[src/hw/swr_pkg.sv]
// package for the selective-wake fast-rate and trim register bank
// How it works
// each payload byte register holds a full read/write byte, bit 0 least significant
// tolerance control bits 7 and 6 ignore writes and read zero
// error counter inhibit stops counter only while tolerance mode is enabled
// hardware clears error counter inhibit when bus silence timeout expires
// receive filter bypass routes bus data around the analog receive filter
// dominant filter time codes 0-6 give 50-350 ns, code 7 gives 775 ns; here code 7 counts 77 clocks, 770 ns
// dominant filter stays active whatever the bypass setting
// tolerance control bit 0 enables fast-rate tolerant mode
// fine trim byte is writable only while trim enable code is 11
// fine trim bits 4:0 form a 32-step monotonic slower-to-faster range
// host leaves fine trim bits 7:5 unchanged
// options bit 7 selects standard or low-power wake receiver, gated by trim enable
// host is advised to choose the low-power receiver
// host writes coarse trim back unchanged when changing receiver selection
// options bits 4:0 hold coarse trim 12:8, writable only with trim enable 11
// calibration high and low are read-only, zero on power-on, kept on restart
// tolerance control clears on power-on; restart clears bits 7:6, keeps 5:0
// options clear bits 7:5 on power-on; restart clears bits 6:5, keeps rest
// gated trim and receiver fields ignore writes while trim enable differs from 11
package swr_pkg;
	// printed offsets are not word multiples, so byte address is four times the index
	localparam logic [7:0] SWR_IDX_PAYLOAD_ONE = 8'h32;
	localparam logic [7:0] SWR_IDX_PAYLOAD_ZERO = 8'h33;
	localparam logic [7:0] SWR_IDX_TOLERANCE = 8'h34;
	localparam logic [7:0] SWR_IDX_FINE_TRIM = 8'h38;
	localparam logic [7:0] SWR_IDX_OPTIONS = 8'h39;
	localparam logic [7:0] SWR_IDX_CAL_HIGH = 8'h3a;
	localparam logic [7:0] SWR_IDX_CAL_LOW = 8'h3b;
	localparam logic [7:0] SWR_IDX_TRIM_ENABLE = 8'h40;
	localparam logic [7:0] SWR_IDX_STATUS = 8'h41;

	localparam int SWR_BIT_ERR_INHIBIT = 5;
	localparam int SWR_BIT_FILTER_BYPASS = 4;
	localparam int SWR_BIT_FILTER_LSB = 1;
	localparam int SWR_BIT_TOL_ENABLE = 0;
	localparam int SWR_BIT_RX_SELECT = 7;
	localparam logic [7:0] SWR_TOL_WRITE_MASK = 8'h3f;
	localparam logic [7:0] SWR_TOL_RESTART_KEEP = 8'h3f;
	localparam logic [7:0] SWR_OPT_WRITE_MASK = 8'h9f;
	localparam logic [7:0] SWR_OPT_POR_KEEP = 8'h1f;
	localparam logic [7:0] SWR_OPT_RESTART_KEEP = 8'h9f;
	localparam logic [1:0] SWR_TRIM_UNLOCK = 2'h3;
	localparam logic [7:0] SWR_RESET_ZERO = 8'h00;
	// trim fields have no defined power-on value; this is the chosen neutral start
	localparam logic [7:0] SWR_FINE_TRIM_INIT = 8'h10;
	localparam logic [4:0] SWR_COARSE_TRIM_INIT = 5'h10;

	// dominant filter suppression times
	localparam int SWR_FILTER_STEP_NS = 50;
	localparam int SWR_FILTER_LONG_NS = 775;
	localparam int SWR_CLK_PERIOD_NS = 10;
	localparam int SWR_FILTER_STEP_CYC = SWR_FILTER_STEP_NS / SWR_CLK_PERIOD_NS;
	localparam int SWR_FILTER_LONG_CYC = SWR_FILTER_LONG_NS / SWR_CLK_PERIOD_NS;
	localparam logic [2:0] SWR_FILTER_LONG_CODE = 3'h7;

	typedef struct packed {
		logic errInhibit;
		logic filterBypass;
		logic [2:0] filterTime;
		logic tolEnable;
	} swr_tol_t;

	typedef struct packed {
		logic [7:0] adr;
		logic we;
		logic [3:0] sel;
		logic [31:0] dat;
	} swr_req_t;

	typedef enum logic [1:0] {SWR_IDLE, SWR_ACK} swr_bus_t;
endpackage

[src/hw/swr_regs.sv]
// selective-wake payload, fast-rate tolerance, trim and calibration registers
//
// Chosen here: register access over Wishbone.
`timescale 1ns/1ns
// two-flop synchroniser for one pin from outside the clock domain
module swr_sync import swr_pkg::*; #(
	parameter logic RESET_LEVEL = 1'b0
) (
	input wire logic clk,
	input wire logic reset_n,
	input wire logic pinIn,
	output logic pinSync
);
	logic firstStage, next_firstStage;
	logic secondStage, next_secondStage;

	// only the second stage is read; the first may still be settling
	always_comb begin
		next_firstStage = pinIn;
		next_secondStage = firstStage;
	end

	always_ff @(posedge clk or negedge reset_n) begin
		if (!reset_n) begin
			firstStage <= RESET_LEVEL;
			secondStage <= RESET_LEVEL;
		end else begin
			firstStage <= next_firstStage;
			secondStage <= next_secondStage;
		end
	end

	assign pinSync = secondStage;
endmodule

module swr_regs import swr_pkg::*; (
	input wire logic clk,
	input wire logic reset_n,
	input wire logic restart,
	input wire logic wbCyc,
	input wire logic wbStb,
	input wire logic wbWe,
	input wire logic [9:0] wbAdr,
	input wire logic [3:0] wbSel,
	input wire logic [31:0] wbDatIn,
	output logic [31:0] wbDatOut,
	output logic wbAck,
	input wire logic silenceExpired,
	input wire logic frameError,
	input wire logic rxAnalog,
	input wire logic rxFiltered,
	input wire logic calValid,
	input wire logic [7:0] calHighIn,
	input wire logic [7:0] calLowIn,
	output logic rxData,
	output logic errorCountEnable,
	output logic [7:0] errorCount,
	output logic lowPowerReceiver,
	output logic [12:0] oscillatorTrim
);
	swr_req_t req;
	swr_bus_t state, next_state;
	logic [31:0] rdData, next_rdData;
	logic [31:0] readWord;
	logic [7:0] payloadOne, next_payloadOne;
	logic [7:0] payloadZero, next_payloadZero;
	swr_tol_t tol, next_tol;
	logic [7:0] fineTrim, next_fineTrim;
	logic rxSelect, next_rxSelect;
	logic [4:0] coarseTrim, next_coarseTrim;
	logic [1:0] trimEnable, next_trimEnable;
	logic [7:0] calHigh, next_calHigh;
	logic [7:0] calLow, next_calLow;
	logic [7:0] errCnt, next_errCnt;
	logic rxPipe, next_rxPipe;
	logic [6:0] domCount, next_domCount;
	logic [6:0] domLimit;
	logic silenceSync, frameSync, analogSync, filteredSync;
	logic busTake, wrLane, wrHit, unlocked;
	logic [7:0] wrByte;
	logic [7:0] tolRead, optRead;
	logic hitPayloadOne, hitPayloadZero, hitTolerance;
	logic hitFineTrim, hitOptions, hitTrimEnable;
	logic rxSource;

	// silence and frame error idle low, the bus levels idle recessive high
	swr_sync #(
		.RESET_LEVEL(1'b0)
	) i_silence_sync (
		.clk(clk),
		.reset_n(reset_n),
		.pinIn(silenceExpired),
		.pinSync(silenceSync)
	);

	swr_sync #(
		.RESET_LEVEL(1'b0)
	) i_frame_sync (
		.clk(clk),
		.reset_n(reset_n),
		.pinIn(frameError),
		.pinSync(frameSync)
	);

	swr_sync #(
		.RESET_LEVEL(1'b1)
	) i_analog_sync (
		.clk(clk),
		.reset_n(reset_n),
		.pinIn(rxAnalog),
		.pinSync(analogSync)
	);

	swr_sync #(
		.RESET_LEVEL(1'b1)
	) i_filtered_sync (
		.clk(clk),
		.reset_n(reset_n),
		.pinIn(rxFiltered),
		.pinSync(filteredSync)
	);

	assign req = '{adr: wbAdr[9:2], we: wbWe, sel: wbSel, dat: wbDatIn};
	assign busTake = wbCyc && wbStb && state == SWR_IDLE;
	assign wrLane = req.sel[0];
	assign wrByte = req.dat[7:0];
	// a restart cycle drops the access, so no write can land during it
	assign wrHit = busTake && req.we && wrLane && !restart;
	assign unlocked = trimEnable == SWR_TRIM_UNLOCK;
	assign tolRead = {2'b00, tol};
	assign optRead = {rxSelect, 2'b00, coarseTrim};

	always_comb begin
		hitPayloadOne = 1'b0;
		hitPayloadZero = 1'b0;
		hitTolerance = 1'b0;
		hitFineTrim = 1'b0;
		hitOptions = 1'b0;
		hitTrimEnable = 1'b0;
		if (wrHit) begin
			case (req.adr)
				SWR_IDX_PAYLOAD_ONE: hitPayloadOne = 1'b1;
				SWR_IDX_PAYLOAD_ZERO: hitPayloadZero = 1'b1;
				SWR_IDX_TOLERANCE: hitTolerance = 1'b1;
				SWR_IDX_FINE_TRIM: hitFineTrim = 1'b1;
				SWR_IDX_OPTIONS: hitOptions = 1'b1;
				SWR_IDX_TRIM_ENABLE: hitTrimEnable = 1'b1;
				default: begin
				end
			endcase
		end
	end

	// unmapped indices read zero but are still acknowledged
	always_comb begin
		readWord = 32'h0000_0000;
		case (req.adr)
			SWR_IDX_PAYLOAD_ONE: readWord = {24'h00_0000, payloadOne};
			SWR_IDX_PAYLOAD_ZERO: readWord = {24'h00_0000, payloadZero};
			SWR_IDX_TOLERANCE: readWord = {24'h00_0000, tolRead};
			SWR_IDX_FINE_TRIM: readWord = {24'h00_0000, fineTrim};
			SWR_IDX_OPTIONS: readWord = {24'h00_0000, optRead};
			SWR_IDX_CAL_HIGH: readWord = {24'h00_0000, calHigh};
			SWR_IDX_CAL_LOW: readWord = {24'h00_0000, calLow};
			SWR_IDX_TRIM_ENABLE: readWord = {30'h0000_0000, trimEnable};
			SWR_IDX_STATUS: readWord = {24'h00_0000, errCnt};
			default: begin
				readWord = 32'h0000_0000;
			end
		endcase
	end

	always_comb begin
		next_state = state;
		next_rdData = rdData;
		case (state)
			SWR_IDLE: begin
				if (busTake) begin
					next_state = SWR_ACK;
					next_rdData = readWord;
				end
			end
			SWR_ACK: begin
				next_state = SWR_IDLE;
			end
			default: begin
				next_state = SWR_IDLE;
			end
		endcase
		// restart abandons any access in flight
		if (restart) begin
			next_state = SWR_IDLE;
			next_rdData = 32'h0000_0000;
		end
	end

	always_ff @(posedge clk or negedge reset_n) begin
		if (!reset_n) begin
			state <= SWR_IDLE;
			rdData <= 32'h0000_0000;
		end else begin
			state <= next_state;
			rdData <= next_rdData;
		end
	end

	always_comb begin
		next_payloadOne = payloadOne;
		next_payloadZero = payloadZero;
		if (hitPayloadOne) begin
			next_payloadOne = wrByte;
		end
		if (hitPayloadZero) begin
			next_payloadZero = wrByte;
		end
	end

	// payloads keep their contents across restart
	always_ff @(posedge clk or negedge reset_n) begin
		if (!reset_n) begin
			payloadOne <= SWR_RESET_ZERO;
			payloadZero <= SWR_RESET_ZERO;
		end else begin
			payloadOne <= next_payloadOne;
			payloadZero <= next_payloadZero;
		end
	end

	always_comb begin
		next_tol = tol;
		if (hitTolerance) begin
			// bits 7:6 have no storage, so they can never be set
			next_tol = swr_tol_t'(wrByte[5:0] & SWR_TOL_WRITE_MASK[5:0]);
		end
		// hardware clear wins over a same-cycle software set
		if (silenceSync) begin
			next_tol.errInhibit = 1'b0;
		end
	end

	// restart keeps bits 5:0, the reserved bits read zero anyway
	always_ff @(posedge clk or negedge reset_n) begin
		if (!reset_n) begin
			tol <= swr_tol_t'(6'h00);
		end else begin
			tol <= next_tol;
		end
	end

	always_comb begin
		next_fineTrim = fineTrim;
		next_rxSelect = rxSelect;
		next_coarseTrim = coarseTrim;
		next_trimEnable = trimEnable;
		if (hitFineTrim && unlocked) begin
			next_fineTrim = wrByte;
		end
		if (hitOptions && unlocked) begin
			next_rxSelect = wrByte[SWR_BIT_RX_SELECT];
			next_coarseTrim = wrByte[4:0];
		end
		if (hitTrimEnable) begin
			next_trimEnable = wrByte[1:0];
		end
		// relocks the trim fields; the trims themselves are kept
		if (restart) begin
			next_trimEnable = 2'b00;
		end
	end

	always_ff @(posedge clk or negedge reset_n) begin
		if (!reset_n) begin
			fineTrim <= SWR_FINE_TRIM_INIT;
			rxSelect <= 1'b0;
			coarseTrim <= SWR_COARSE_TRIM_INIT;
			trimEnable <= 2'b00;
		end else begin
			fineTrim <= next_fineTrim;
			rxSelect <= next_rxSelect;
			coarseTrim <= next_coarseTrim;
			trimEnable <= next_trimEnable;
		end
	end

	always_comb begin
		next_calHigh = calHigh;
		next_calLow = calLow;
		if (calValid) begin
			next_calHigh = calHighIn;
			next_calLow = calLowIn;
		end
	end

	// calibration results survive restart
	always_ff @(posedge clk or negedge reset_n) begin
		if (!reset_n) begin
			calHigh <= SWR_RESET_ZERO;
			calLow <= SWR_RESET_ZERO;
		end else begin
			calHigh <= next_calHigh;
			calLow <= next_calLow;
		end
	end

	// halted only when inhibit and tolerant mode are both set
	assign errorCountEnable = !(tol.errInhibit && tol.tolEnable);

	// saturates rather than wraps, so a long error burst still reads full
	always_comb begin
		next_errCnt = errCnt;
		if (frameSync && errorCountEnable && errCnt != 8'hff) begin
			next_errCnt = errCnt + 8'h01;
		end
	end

	always_ff @(posedge clk or negedge reset_n) begin
		if (!reset_n) begin
			errCnt <= 8'h00;
		end else begin
			errCnt <= next_errCnt;
		end
	end

	// dominant filter: a dominant (low) level must persist the selected time
	always_comb begin
		if (tol.filterTime == SWR_FILTER_LONG_CODE) begin
			domLimit = 7'(SWR_FILTER_LONG_CYC);
		end else begin
			domLimit = 7'((int'(tol.filterTime) + 1) * SWR_FILTER_STEP_CYC);
		end
	end

	assign rxSource = tol.filterBypass ? analogSync : filteredSync;

	always_comb begin
		next_domCount = domCount;
		next_rxPipe = rxPipe;
		// applied after the bypass mux, so it never drops out of the path
		if (rxSource) begin
			next_domCount = 7'h00;
			next_rxPipe = 1'b1;
		end else if (domCount >= domLimit - 7'h01) begin
			next_rxPipe = 1'b0;
		end else begin
			next_domCount = domCount + 7'h01;
		end
	end

	always_ff @(posedge clk or negedge reset_n) begin
		if (!reset_n) begin
			domCount <= 7'h00;
			rxPipe <= 1'b1;
		end else begin
			domCount <= next_domCount;
			rxPipe <= next_rxPipe;
		end
	end

	assign wbAck = state == SWR_ACK;
	assign wbDatOut = rdData;
	assign rxData = rxPipe;
	assign errorCount = errCnt;
	assign lowPowerReceiver = rxSelect;
	assign oscillatorTrim = {coarseTrim, fineTrim};
endmodule

[config.mk]
export PLATFORM = sky130hd
export DESIGN_NAME = swr_regs
export DESIGN_NICKNAME = d
export VERILOG_FILES = /design/src/hw/swr_pkg.sv /design/src/hw/swr_regs.sv
export SDC_FILE = /design/constraint.sdc
export NUM_CORES = 1
export LEC_CHECK = 0
export BUFFER_PORTS_ARGS = -buffer_cell sky130_fd_sc_hd__buf_2
export CORE_MARGIN = 8
export CORE_UTILIZATION = 58
export CTS_BUF_LIST = sky130_fd_sc_hd__clkbuf_8
export DETAILED_ROUTE_END_ITERATION = 8
export PLACE_DENSITY = 0.88
export SLEW_MARGIN = 10
export SYNTH_ARGS = -nofsm -noshare
export SYNTH_HDL_FRONTEND = slang
export SYNTH_SLANG_ARGS = --single-unit
export TNS_END_PERCENT = 50
[constraint.sdc]
create_clock -name clk -period 5.8 [get_ports clk]
set_input_delay 1.16 -clock clk [delete_from_list [all_inputs] [get_ports clk]]
set_output_delay 1.16 -clock clk [all_outputs]
set_load 0.05 [all_outputs]
==> results_dict.tcl, run 1 <==
set metrics [dict create \
    outcome "complete, no violations" \
    synth_cells 380 \
    clk_pin_slew_ns 0.09 \
    antenna_found_initial 0 \
    skew_ns 0.00815 \
    diodes 0 \
    via_per_inst 5.83 \
    holdBufCountCts 0 \
    final_common_cell "dfrtp_1" \
    clockPowerShare 0.288 \
    ff_latch_area_sq_mm 0.00219 \
    ys_seq_area_frac 0.484 \
    final_cell_mix "dfrtp_1 (80), buf_2 (75), mux2_1 (40)" \
    fin_crit_sh 0.646 \
    required_ns 6.10 \
    ys_top_cells_by_area "dfrtp_1 (44%), mux2_1 (10%), mux2_2 (5.0%)" \
    drtPass1Iterations 4 \
    r2r-end "domCount[3]" \
    cts_buffer_depth 2 \
    vias 3293 \
    clk_latency_ns 0.36 \
    synth_top_area_frac 0.443 \
    die_x_um 104 \
    r2r_setup_slack_ns 2.05 \
    area_growth_pct 12.4 \
    hpwl_mm 8.00 \
    dpl.cell_count 549 \
    end_kind "register" \
    r2r-start "tol[1]" \
    drive_gt1_frac 0.287 \
    htreeDepth 3 \
    rsz0062_at_grt "no" \
    fp.dieArea_sq_mm 0.0109 \
    io_pins 130 \
    grt_max_degree 88 \
    power_mw 1.35 \
    fmax_ghz 0.267 \
    io_buffers 76 \
    cts_inserted_buffers 9 \
    post-place-ws_ns 2.09 \
    placed_area_sq_mm 0.00490 \
    postCtsSetupRepairBufs 0 \
    setup_ws_ns 2.05 \
    fin_crit_ns 3.75 \
    finalHoldViolCount 0 \
    dieHeight_um 104 \
    switchingPower_mw 0.472 \
    ir_worst_vdd_mv 0.161 \
    ctsResizeCount 0 \
    start_kind "register" \
    seqPwrFrac 0.516 \
    rows 32 \
    hold_path.startpoint "i_silence_sync.firstStage" \
    path_max_fanout 11 \
    synth_seq_cells 87 \
    intPower_mw 0.882 \
    synth_flop_cell "dfrtp_1" \
    swShare 0.348 \
    start_util 0.591 \
    ys_types 59 \
    worst_hold_slack_ns 0.358 \
    drt_iter0_markers 226 \
    comb_power_share 0.196 \
    synth_edf_count 0 \
    nFillCells 549 \
    fin_setup_tns_ns 0 \
    ff2ff_path_depth 13 \
    synth_warnings 0 \
    globalplace.congestion 0.841 \
    coreArea_sq_mm 0.00765 \
    critical_path_class "register to register" \
    avgSynthCellArea_sq_um 11.9 \
    drc 0 \
    maxSlewViolCount 0 \
    worst_pin_slew_ns 1.05 \
    finalNetCount 547 \
    track_usage 0.196 \
    synthArstFlopShare 1.00 \
    cts_sinks 87 \
    setup_viol 0 \
    worstPathArrival_ns 4.04 \
    fin_cells 565 \
    wirelength_mm 10.5 \
    grt_pass1_vias 3427 \
    multi_input_area_sq_mm 0.00218 \
    worstHoldPathCells 0 \
    postRouteAntennaNets 0 \
    grt_pass1_wl_mm 17.3 \
    slew_headroom 0.303 \
    min_to "i_silence_sync.pinSync" \
    grt_overflow 0 \
    final_util 0.664 \
    leakage_nw 2.50 \
    yosysTopAreaCell "dfrtp_1" \
    synth_area_sq_mm 0.00452 \
    root_buffer "clkbuf_8" \
    p_per_area_mw_per_mm2 267 \
    hp-class "register to register" \
    wl_per_cell_um 18.5 \
    cts_tree "done" \
    stdcell_area_sq_mm 0.00508 \
    max-cap-violations 0 \
]
## state kept, by name, indices dropped and copies added (netlist names), 2 cells and up
signal and cells:
calLow 8, wbDatOut 8, payloadOne 8, calHigh 8, domCount 7, payloadZero 8
tol 6, errorCount 8, fineTrim 8, trimEnable 2, coarseTrim 5
## worst max-delay path by stage
stage	from	to	depth (start not counted)
floorplan	tol[1]	domCount[6]	14
global placement	tol[1]	domCount[3]	13
detailed placement	tol[1]	domCount[3]	13
CTS	tol[1]	domCount[3]	13
global route	tol[2]	domCount[3]	14
finish	tol[1]	domCount[3]	13
## power by group through the flow
stage / Combinational, mW / Sequential [mW] / Clock (mW)
6_report: 0.265 / 0.699 / 0.390
3_3_place_gp: 0.258 / 0.708 / 0
5_1_grt: 0.282 / 0.704 / 0.419
3_5_place_dp: 0.267 / 0.711 / 0
2_1_floorplan: 0.132 / 0.766 / 0
4_1_cts: 0.267 / 0.699 / 0.397
## kinds of logic (layout without fill, tap and decap cells)
group | count (synthesis) | in the layout | share of synthesized area
AO/OA/AOI/OAI | 55 | 55 | 0.0823
XOR/XNOR | 13 | 13 | 0.0252
adder cells (fa/ha/maj) | 16 | 16 | 0.0443
buffers and inverters | 37 | 97 | 0.0518
flip-flops | 87 | 87 | 0.484
multiplexers | 74 | 74 | 0.183
other | 1 | 24 | 0.000830
AND/OR/NAND/NOR | 97 | 97 | 0.128
## Yosys cell counts (7+ instances only)
| cell type | instances |
|---|---|
| buf_4 | 24 |
| nand2_1 | 24 |
| mux2i_1 | 13 |
| nor2_1 | 18 |
| ha_1 | 16 |
| dfrtp_1 | 80 |
| dfstp_2 | 7 |
| a21oi_1 | 8 |
| o21ai_1 | 10 |
| mux2_2 | 20 |
| mux2_1 | 40 |
| xor2_1 | 8 |
## worst max-delay path, cell delays in order (launching register included)
cell and delay (ns):
dfrtp_1 0.42, ha_1 0.22, ha_1 0.31, ha_1 0.20
ha_1 0.32, nor4_1 0.43, nand3b_1 0.15, xor2_1 0.17
ha_1 0.31, nand3_1 0.10, and3_1 0.17, o21ai_1 0.24
or4_1 0.55, nand2_1 0.09
## routing by layer
metal  global-route usage  wire [um]  share of wire  vias to the layer above
li1                     -          -              -                     1508
met1                0.247       4580           0.44                     1629
met2                0.303       4930           0.47                      138
met3               0.0570        746          0.071                       18
met4               0.0920        217          0.021                        0
met5                    0          0              0                        -
## cell type report
class,count,share of cell area
clock inverter,7,0.0108
timing repair buffer,76,0.0754
inverter,5,0.00370
clock buffer,9,0.0244
tap,102,0.0251
sequential,87,0.430
multi-input combinational,279,0.430
No activity file was read; power rests on OpenSTA's default activity.
==> run 2: changes to the inputs <==
CORE_UTILIZATION = 49   (was 58)
PLACE_DENSITY = 0.79   (was 0.88)
clock period = 3 ns   (was 5.8 ns; I/O delays follow)
==> run 2 against run 1 <==
Against the previous run: via count is 2.3% higher; first-iteration DRC count is 13% lower; design area is 7.1% higher; maximum frequency is 18% higher; critical path depth is 2 higher; the run now ends with negative setup slack left; combinational power is 99% higher.
==> results_dict.tcl, run 2 (synthesized netlist as in run 1, its figures left out) <==
set metrics [dict create \
    outcome "complete, but fails checks" \
    violations "negative setup slack" \
    die_x_um 112 \
    wl_per_cell_um 18.8 \
    power_mw 2.79 \
    cp_cell_sequence "buf_4 > inv_1 > nor2_1 > ha_4 > ha_4 > xor2_4 > and3_1 > or3_1 > ha_1 > nand4_1 > and3_4 > o21ai_2 > buf_6 > or3_4 > a21oi_2" \
    dpl.cell_count 574 \
    globalplace.congestion 0.813 \
    track_usage 0.179 \
    antenna_found_initial 1 \
    nFillCells 730 \
    crit_buf_inv 3 \
    htreeDepth 3 \
    worst_hold_slack_ns 0.339 \
    vias 3369 \
    leakage_nw 2.62 \
    clk_pin_slew_ns 0.09 \
    required_ns 3.29 \
    final_util 0.597 \
    grt_pass1_vias 3600 \
    rows 35 \
    finalHoldViolCount 0 \
    drive_gt1_frac 0.354 \
    hp-class "input port to register" \
    fin_cells 595 \
    slowest_delay_ns 0.41 \
    crit_family "simple AND/OR/NAND/NOR gates" \
    critical_path_class "register to register" \
    final_cell_mix "dfrtp_1 (79), buf_2 (75), mux2_1 (40)" \
    fp.dieArea_sq_mm 0.0125 \
    skew_ns 0.00817 \
    hpwl_mm 8.18 \
    wirelength_mm 11.2 \
    rsz0062_at_grt "yes" \
    area_growth_pct 20.4 \
    setup_viol 6 \
    p_per_area_mw_per_mm2 512 \
    cts_buffer_depth 2 \
    fmax_ghz 0.314 \
    cp_slowest_cell "dfrtp_2" \
    max-cap-violations 0 \
    clk_latency_ns 0.36 \
    final_common_cell "dfrtp_1" \
    maxSlewViolCount 0 \
    end_kind "register" \
    grt_max_degree 88 \
    fin_crit_sh 1.06 \
    drc 0 \
    cts_sinks 87 \
    root_buffer "clkbuf_8" \
    finalNetCount 567 \
    cts_tree "done" \
    fin_crit_ns 3.19 \
    postRouteAntennaNets 0 \
    cts_inserted_buffers 9 \
    setup_ws_ns -0.188 \
    grt_overflow 0 \
    io_pins 130 \
    coreArea_sq_mm 0.00911 \
    io_buffers 76 \
    start_util 0.496 \
    slew_headroom 0.285 \
    path_max_fanout 6 \
    drt_iter0_markers 197 \
    grt_pass1_wl_mm 18.0 \
    crit_path_frequent_cell "ha_4" \
    dieHeight_um 112 \
    start_kind "register" \
    via_per_inst 5.66 \
    ir_worst_vdd_mv 0.458 \
    drtPass1Iterations 4 \
    worst_pin_slew_ns 1.07 \
    worstPathArrival_ns 3.48 \
]
## run 2: changes by cell type in the layout (fill, tap and decap cells not counted), sizes merged
cell,before,now
buf,76,96
inv,10,6
bufinv,0,2
clkbuf,9,10
clkinv,1,2
diode,0,1
## run 2: stage by stage
stage               setup slack, ns  setup TNS (ns)  instance area, sq um
CTS                          -0.213          -0.874                  5430
finish                       -0.188          -0.758                  5440
detailed placement           -0.298           -1.25                  5130
global route                 -0.328           -1.74                  5440
global placement             -0.175          -0.680                  5130
floorplan                  -0.00213        -0.00633                  4710
## run 2: worst paths after layout
path                                            startpoint                          to  slack [ns]  cells after the start
worst max-delay path                                tol[1]                 domCount[6]       -0.19                     15
worst min-delay path                            rxFiltered  i_filtered_sync.firstStage        0.34                      1
worst max register to register                      tol[1]                 domCount[6]       -0.19                     15
worst min register to register  i_filtered_sync.firstStage     i_filtered_sync.pinSync        0.35                      0
max in group asynchronous                          reset_n                      tol[1]        1.83                      1
min in group asynchronous                          reset_n                  calHigh[0]        0.42                      1
## run 2: where the power goes
group	total, mW	internal, mW	switching (mW)
combinational	0.527	0.154	0.373
sequential	1.35	1.25	0.106
clock	0.907	0.489	0.418
## run 2: area by class of cell
cell class,count,area [sq um],share of cell area
Clock buffer,10,138,0.0253
Inverter,5,18.8,0.00345
Tap cell,111,139,0.0255
Sequential cell,87,2190,0.402
Timing Repair Buffer,96,537,0.0986
Antenna cell,1,2.50,0.000460
Clock inverter,6,85.1,0.0156
Multi-Input combinational cell,279,2330,0.429
## run 2: per-layer routing
metal / part of all wire / track usage
met1: 0.43 / 0.222
met2: 0.48 / 0.295
met3: 0.063 / 0.0451
met4: 0.019 / 0.0665
met5: 0 / 0
## run 2: what timing repair did
action | CTS | global route
pin swaps | 12 | 3
hold buffers | 0 | 0
buffers inserted | 4 | 0
gates resized for setup | 9 | 4
endpoints found under the hold margin | 0 | 0
setup endpoints to repair | 7 | 8
==> run 3: changes to the inputs <==
CORE_MARGIN = not set   (was 8)
REMOVE_ABC_BUFFERS = 1   (was not set)
==> run 3 against run 2 <==
Against the previous run: the run ends with design-rule violations, negative setup slack left; clock power down 18%; critical path type unchanged; global-route usage up 5.0 points; flip-flop and latch count unchanged; power down 6.1%; largest power group unchanged; sequential share of layout area up 0.35 points; count of clock-buffer cells in the layout down 1; clock skew up 0.0022 ns; register-to-register slack better by 0.03 ns; maximum frequency up 0.99%; die area down 23%; via count down 1.4%.
==> results_dict.tcl, run 3 (synthesized netlist as in run 1, its figures left out) <==
set metrics [dict create \
    cts_tree "done" \
    grt_use_met3 0.0515 \
    htreeDepth 3 \
    ff2ff_path_depth 13 \
    final_util 0.612 \
    wl_per_cell_um 17.5 \
    ff_latch_area_sq_mm 0.00219 \
    required_ns 3.25 \
    fin_crit_ns 3.16 \
    violations "design-rule violations, negative setup slack" \
    via_per_inst 5.65 \
    fin_setup_tns_ns -0.777 \
    grt_overflow 0 \
    leakage_nw 2.59 \
    area_growth_pct 19.3 \
    placed_area_sq_mm 0.00501 \
    clk_latency_ns 0.36 \
    drive_gt1_frac 0.356 \
    die_x_um 98.0 \
    crit_buf_inv 1 \
    drc 9 \
    use_met2 0.360 \
    use_met1 0.315 \
    hp-class "input port to asynchronous set/reset pin" \
    dieHeight_um 98.0 \
    p_per_area_mw_per_mm2 485 \
    antenna_found_initial 0 \
    setup_viol 7 \
    drtPass1Iterations 6 \
    skew_ns 0.0104 \
    power_mw 2.62 \
    root_buffer "clkbuf_8" \
    coreArea_sq_mm 0.00881 \
    final_cell_mix "dfrtp_1 (80), buf_2 (75), mux2_1 (40)" \
    slew_headroom 0.545 \
    io_buffers 76 \
    swShare 0.347 \
    crit_cells 13 \
    grt_pass1_vias 3325 \
    worst_hold_slack_ns 0.253 \
    cts_inserted_buffers 9 \
    nFillCells 701 \
    multi_input_area_sq_mm 0.00235 \
    vias 3321 \
    crit_family "adder cells" \
    start_util 0.513 \
    worst_pin_slew_ns 0.683 \
    ir_worst_vdd_mv 0.263 \
    slowest_delay_ns 0.43 \
    end_kind "register" \
    clockPowerShare 0.285 \
    path_max_fanout 7 \
    grt_max_degree 54 \
    globalplace.congestion 0.832 \
    rows 34 \
    start_kind "register" \
    seqPwrFrac 0.515 \
    fp.dieArea_sq_mm 0.00961 \
    cts_buffer_depth 2 \
    finalNetCount 564 \
    diodes 0 \
    busiest_layer "met2" \
    switchingPower_mw 0.907 \
    fmax_ghz 0.317 \
    cp_cell_sequence "ha_4 > ha_4 > ha_4 > ha_4 > nor2_2 > and3_1 > or3_1 > ha_1 > nand4_1 > o21ai_4 > buf_4 > mux2i_1 > nor2_1" \
    setup_ws_ns -0.156 \
    wirelength_mm 10.3 \
    finalHoldViolCount 0 \
    fin_crit_sh 1.05 \
    cts_sinks 87 \
    cp_slowest_cell "dfrtp_1" \
    track_usage 0.228 \
    comb_power_share 0.199 \
    critical_path_class "register to register" \
    worstPathArrival_ns 3.41 \
    final_common_cell "dfrtp_1" \
    io_pins 130 \
    grt_pass1_wl_mm 17.1 \
    postRouteAntennaNets 0 \
    outcome "complete, but fails checks" \
    maxSlewViolCount 0 \
    stdcell_area_sq_mm 0.00539 \
    drt_iter0_markers 274 \
    crit_path_frequent_cell "ha_4" \
    clk_pin_slew_ns 0.09 \
    rsz0062_at_grt "yes" \
    max-cap-violations 0 \
    hpwl_mm 7.50 \
    intPower_mw 1.71 \
]
[run 3: worst reg2reg max path: cells and delay by family (launching register included)]
kind / cells / cell delay (ns)
multiplexers: 1 / 0.18
AND/OR/NAND/NOR: 5 / 0.81
adder cells (fa/ha/maj): 5 / 1.19
buffers and inverters: 1 / 0.20
AO/OA/AOI/OAI: 1 / 0.26
flip-flops: 1 / 0.43
[run 3: what timing repair did]
action                                  4_1_cts  5_1_grt
pin swaps                                    10       16
endpoints found under the setup margin        8        8
buffers inserted                              3        0
hold buffers                                  0        0
resized for setup                            17       12
[run 3: cell type report]
class / count / area share
Inverter: 5 / 0.00348
Sequential cell: 87 / 0.405
Multi-Input combinational cell: 279 / 0.437
Timing Repair Buffer: 93 / 0.0961
Clock inverter: 7 / 0.0104
Tap cell: 108 / 0.0251
Clock buffer: 9 / 0.0230
[run 3: worst paths after layout]
path,startpoint,endpoint,slack (ns)
min in group clk,rxAnalog,i_analog_sync.firstStage,0.32
max,tol[2],domCount[1],-0.16
min,reset_n,coarseTrim[2],0.25
max reg2reg,tol[2],domCount[1],-0.16
min reg2reg,i_frame_sync.firstStage,i_frame_sync.pinSync,0.36
max in group asynchronous,reset_n,trimEnable[1],1.98
[run 3: power groups by stage]
stage                     Sequential, mW  Combinational, mW  Clock (mW)
final                               1.35              0.521       0.747
after global routing                1.36              0.560       0.819
after CTS                           1.35              0.522       0.766
after detailed placement            1.37              0.516           0
after global placement              1.37              0.505           0
after floorplan                     1.48              0.218           0
[run 3: per-layer routing]
layer	up-vias	part of all wire	wire length, um
met4	0	0.016	170
met3	16	0.069	716
met1	1645	0.45	4610
met2	125	0.47	4810
li1	1535	-	-
met5	-	0	0
[run 3: per-stage QoR]
step | worst slack, ns | std cells
floorplan | -0.288 | 371
global placement | -0.297 | 569
detailed placement | -0.517 | 569
CTS | -0.0914 | 588
global route | -0.243 | 588
finish | -0.156 | 588
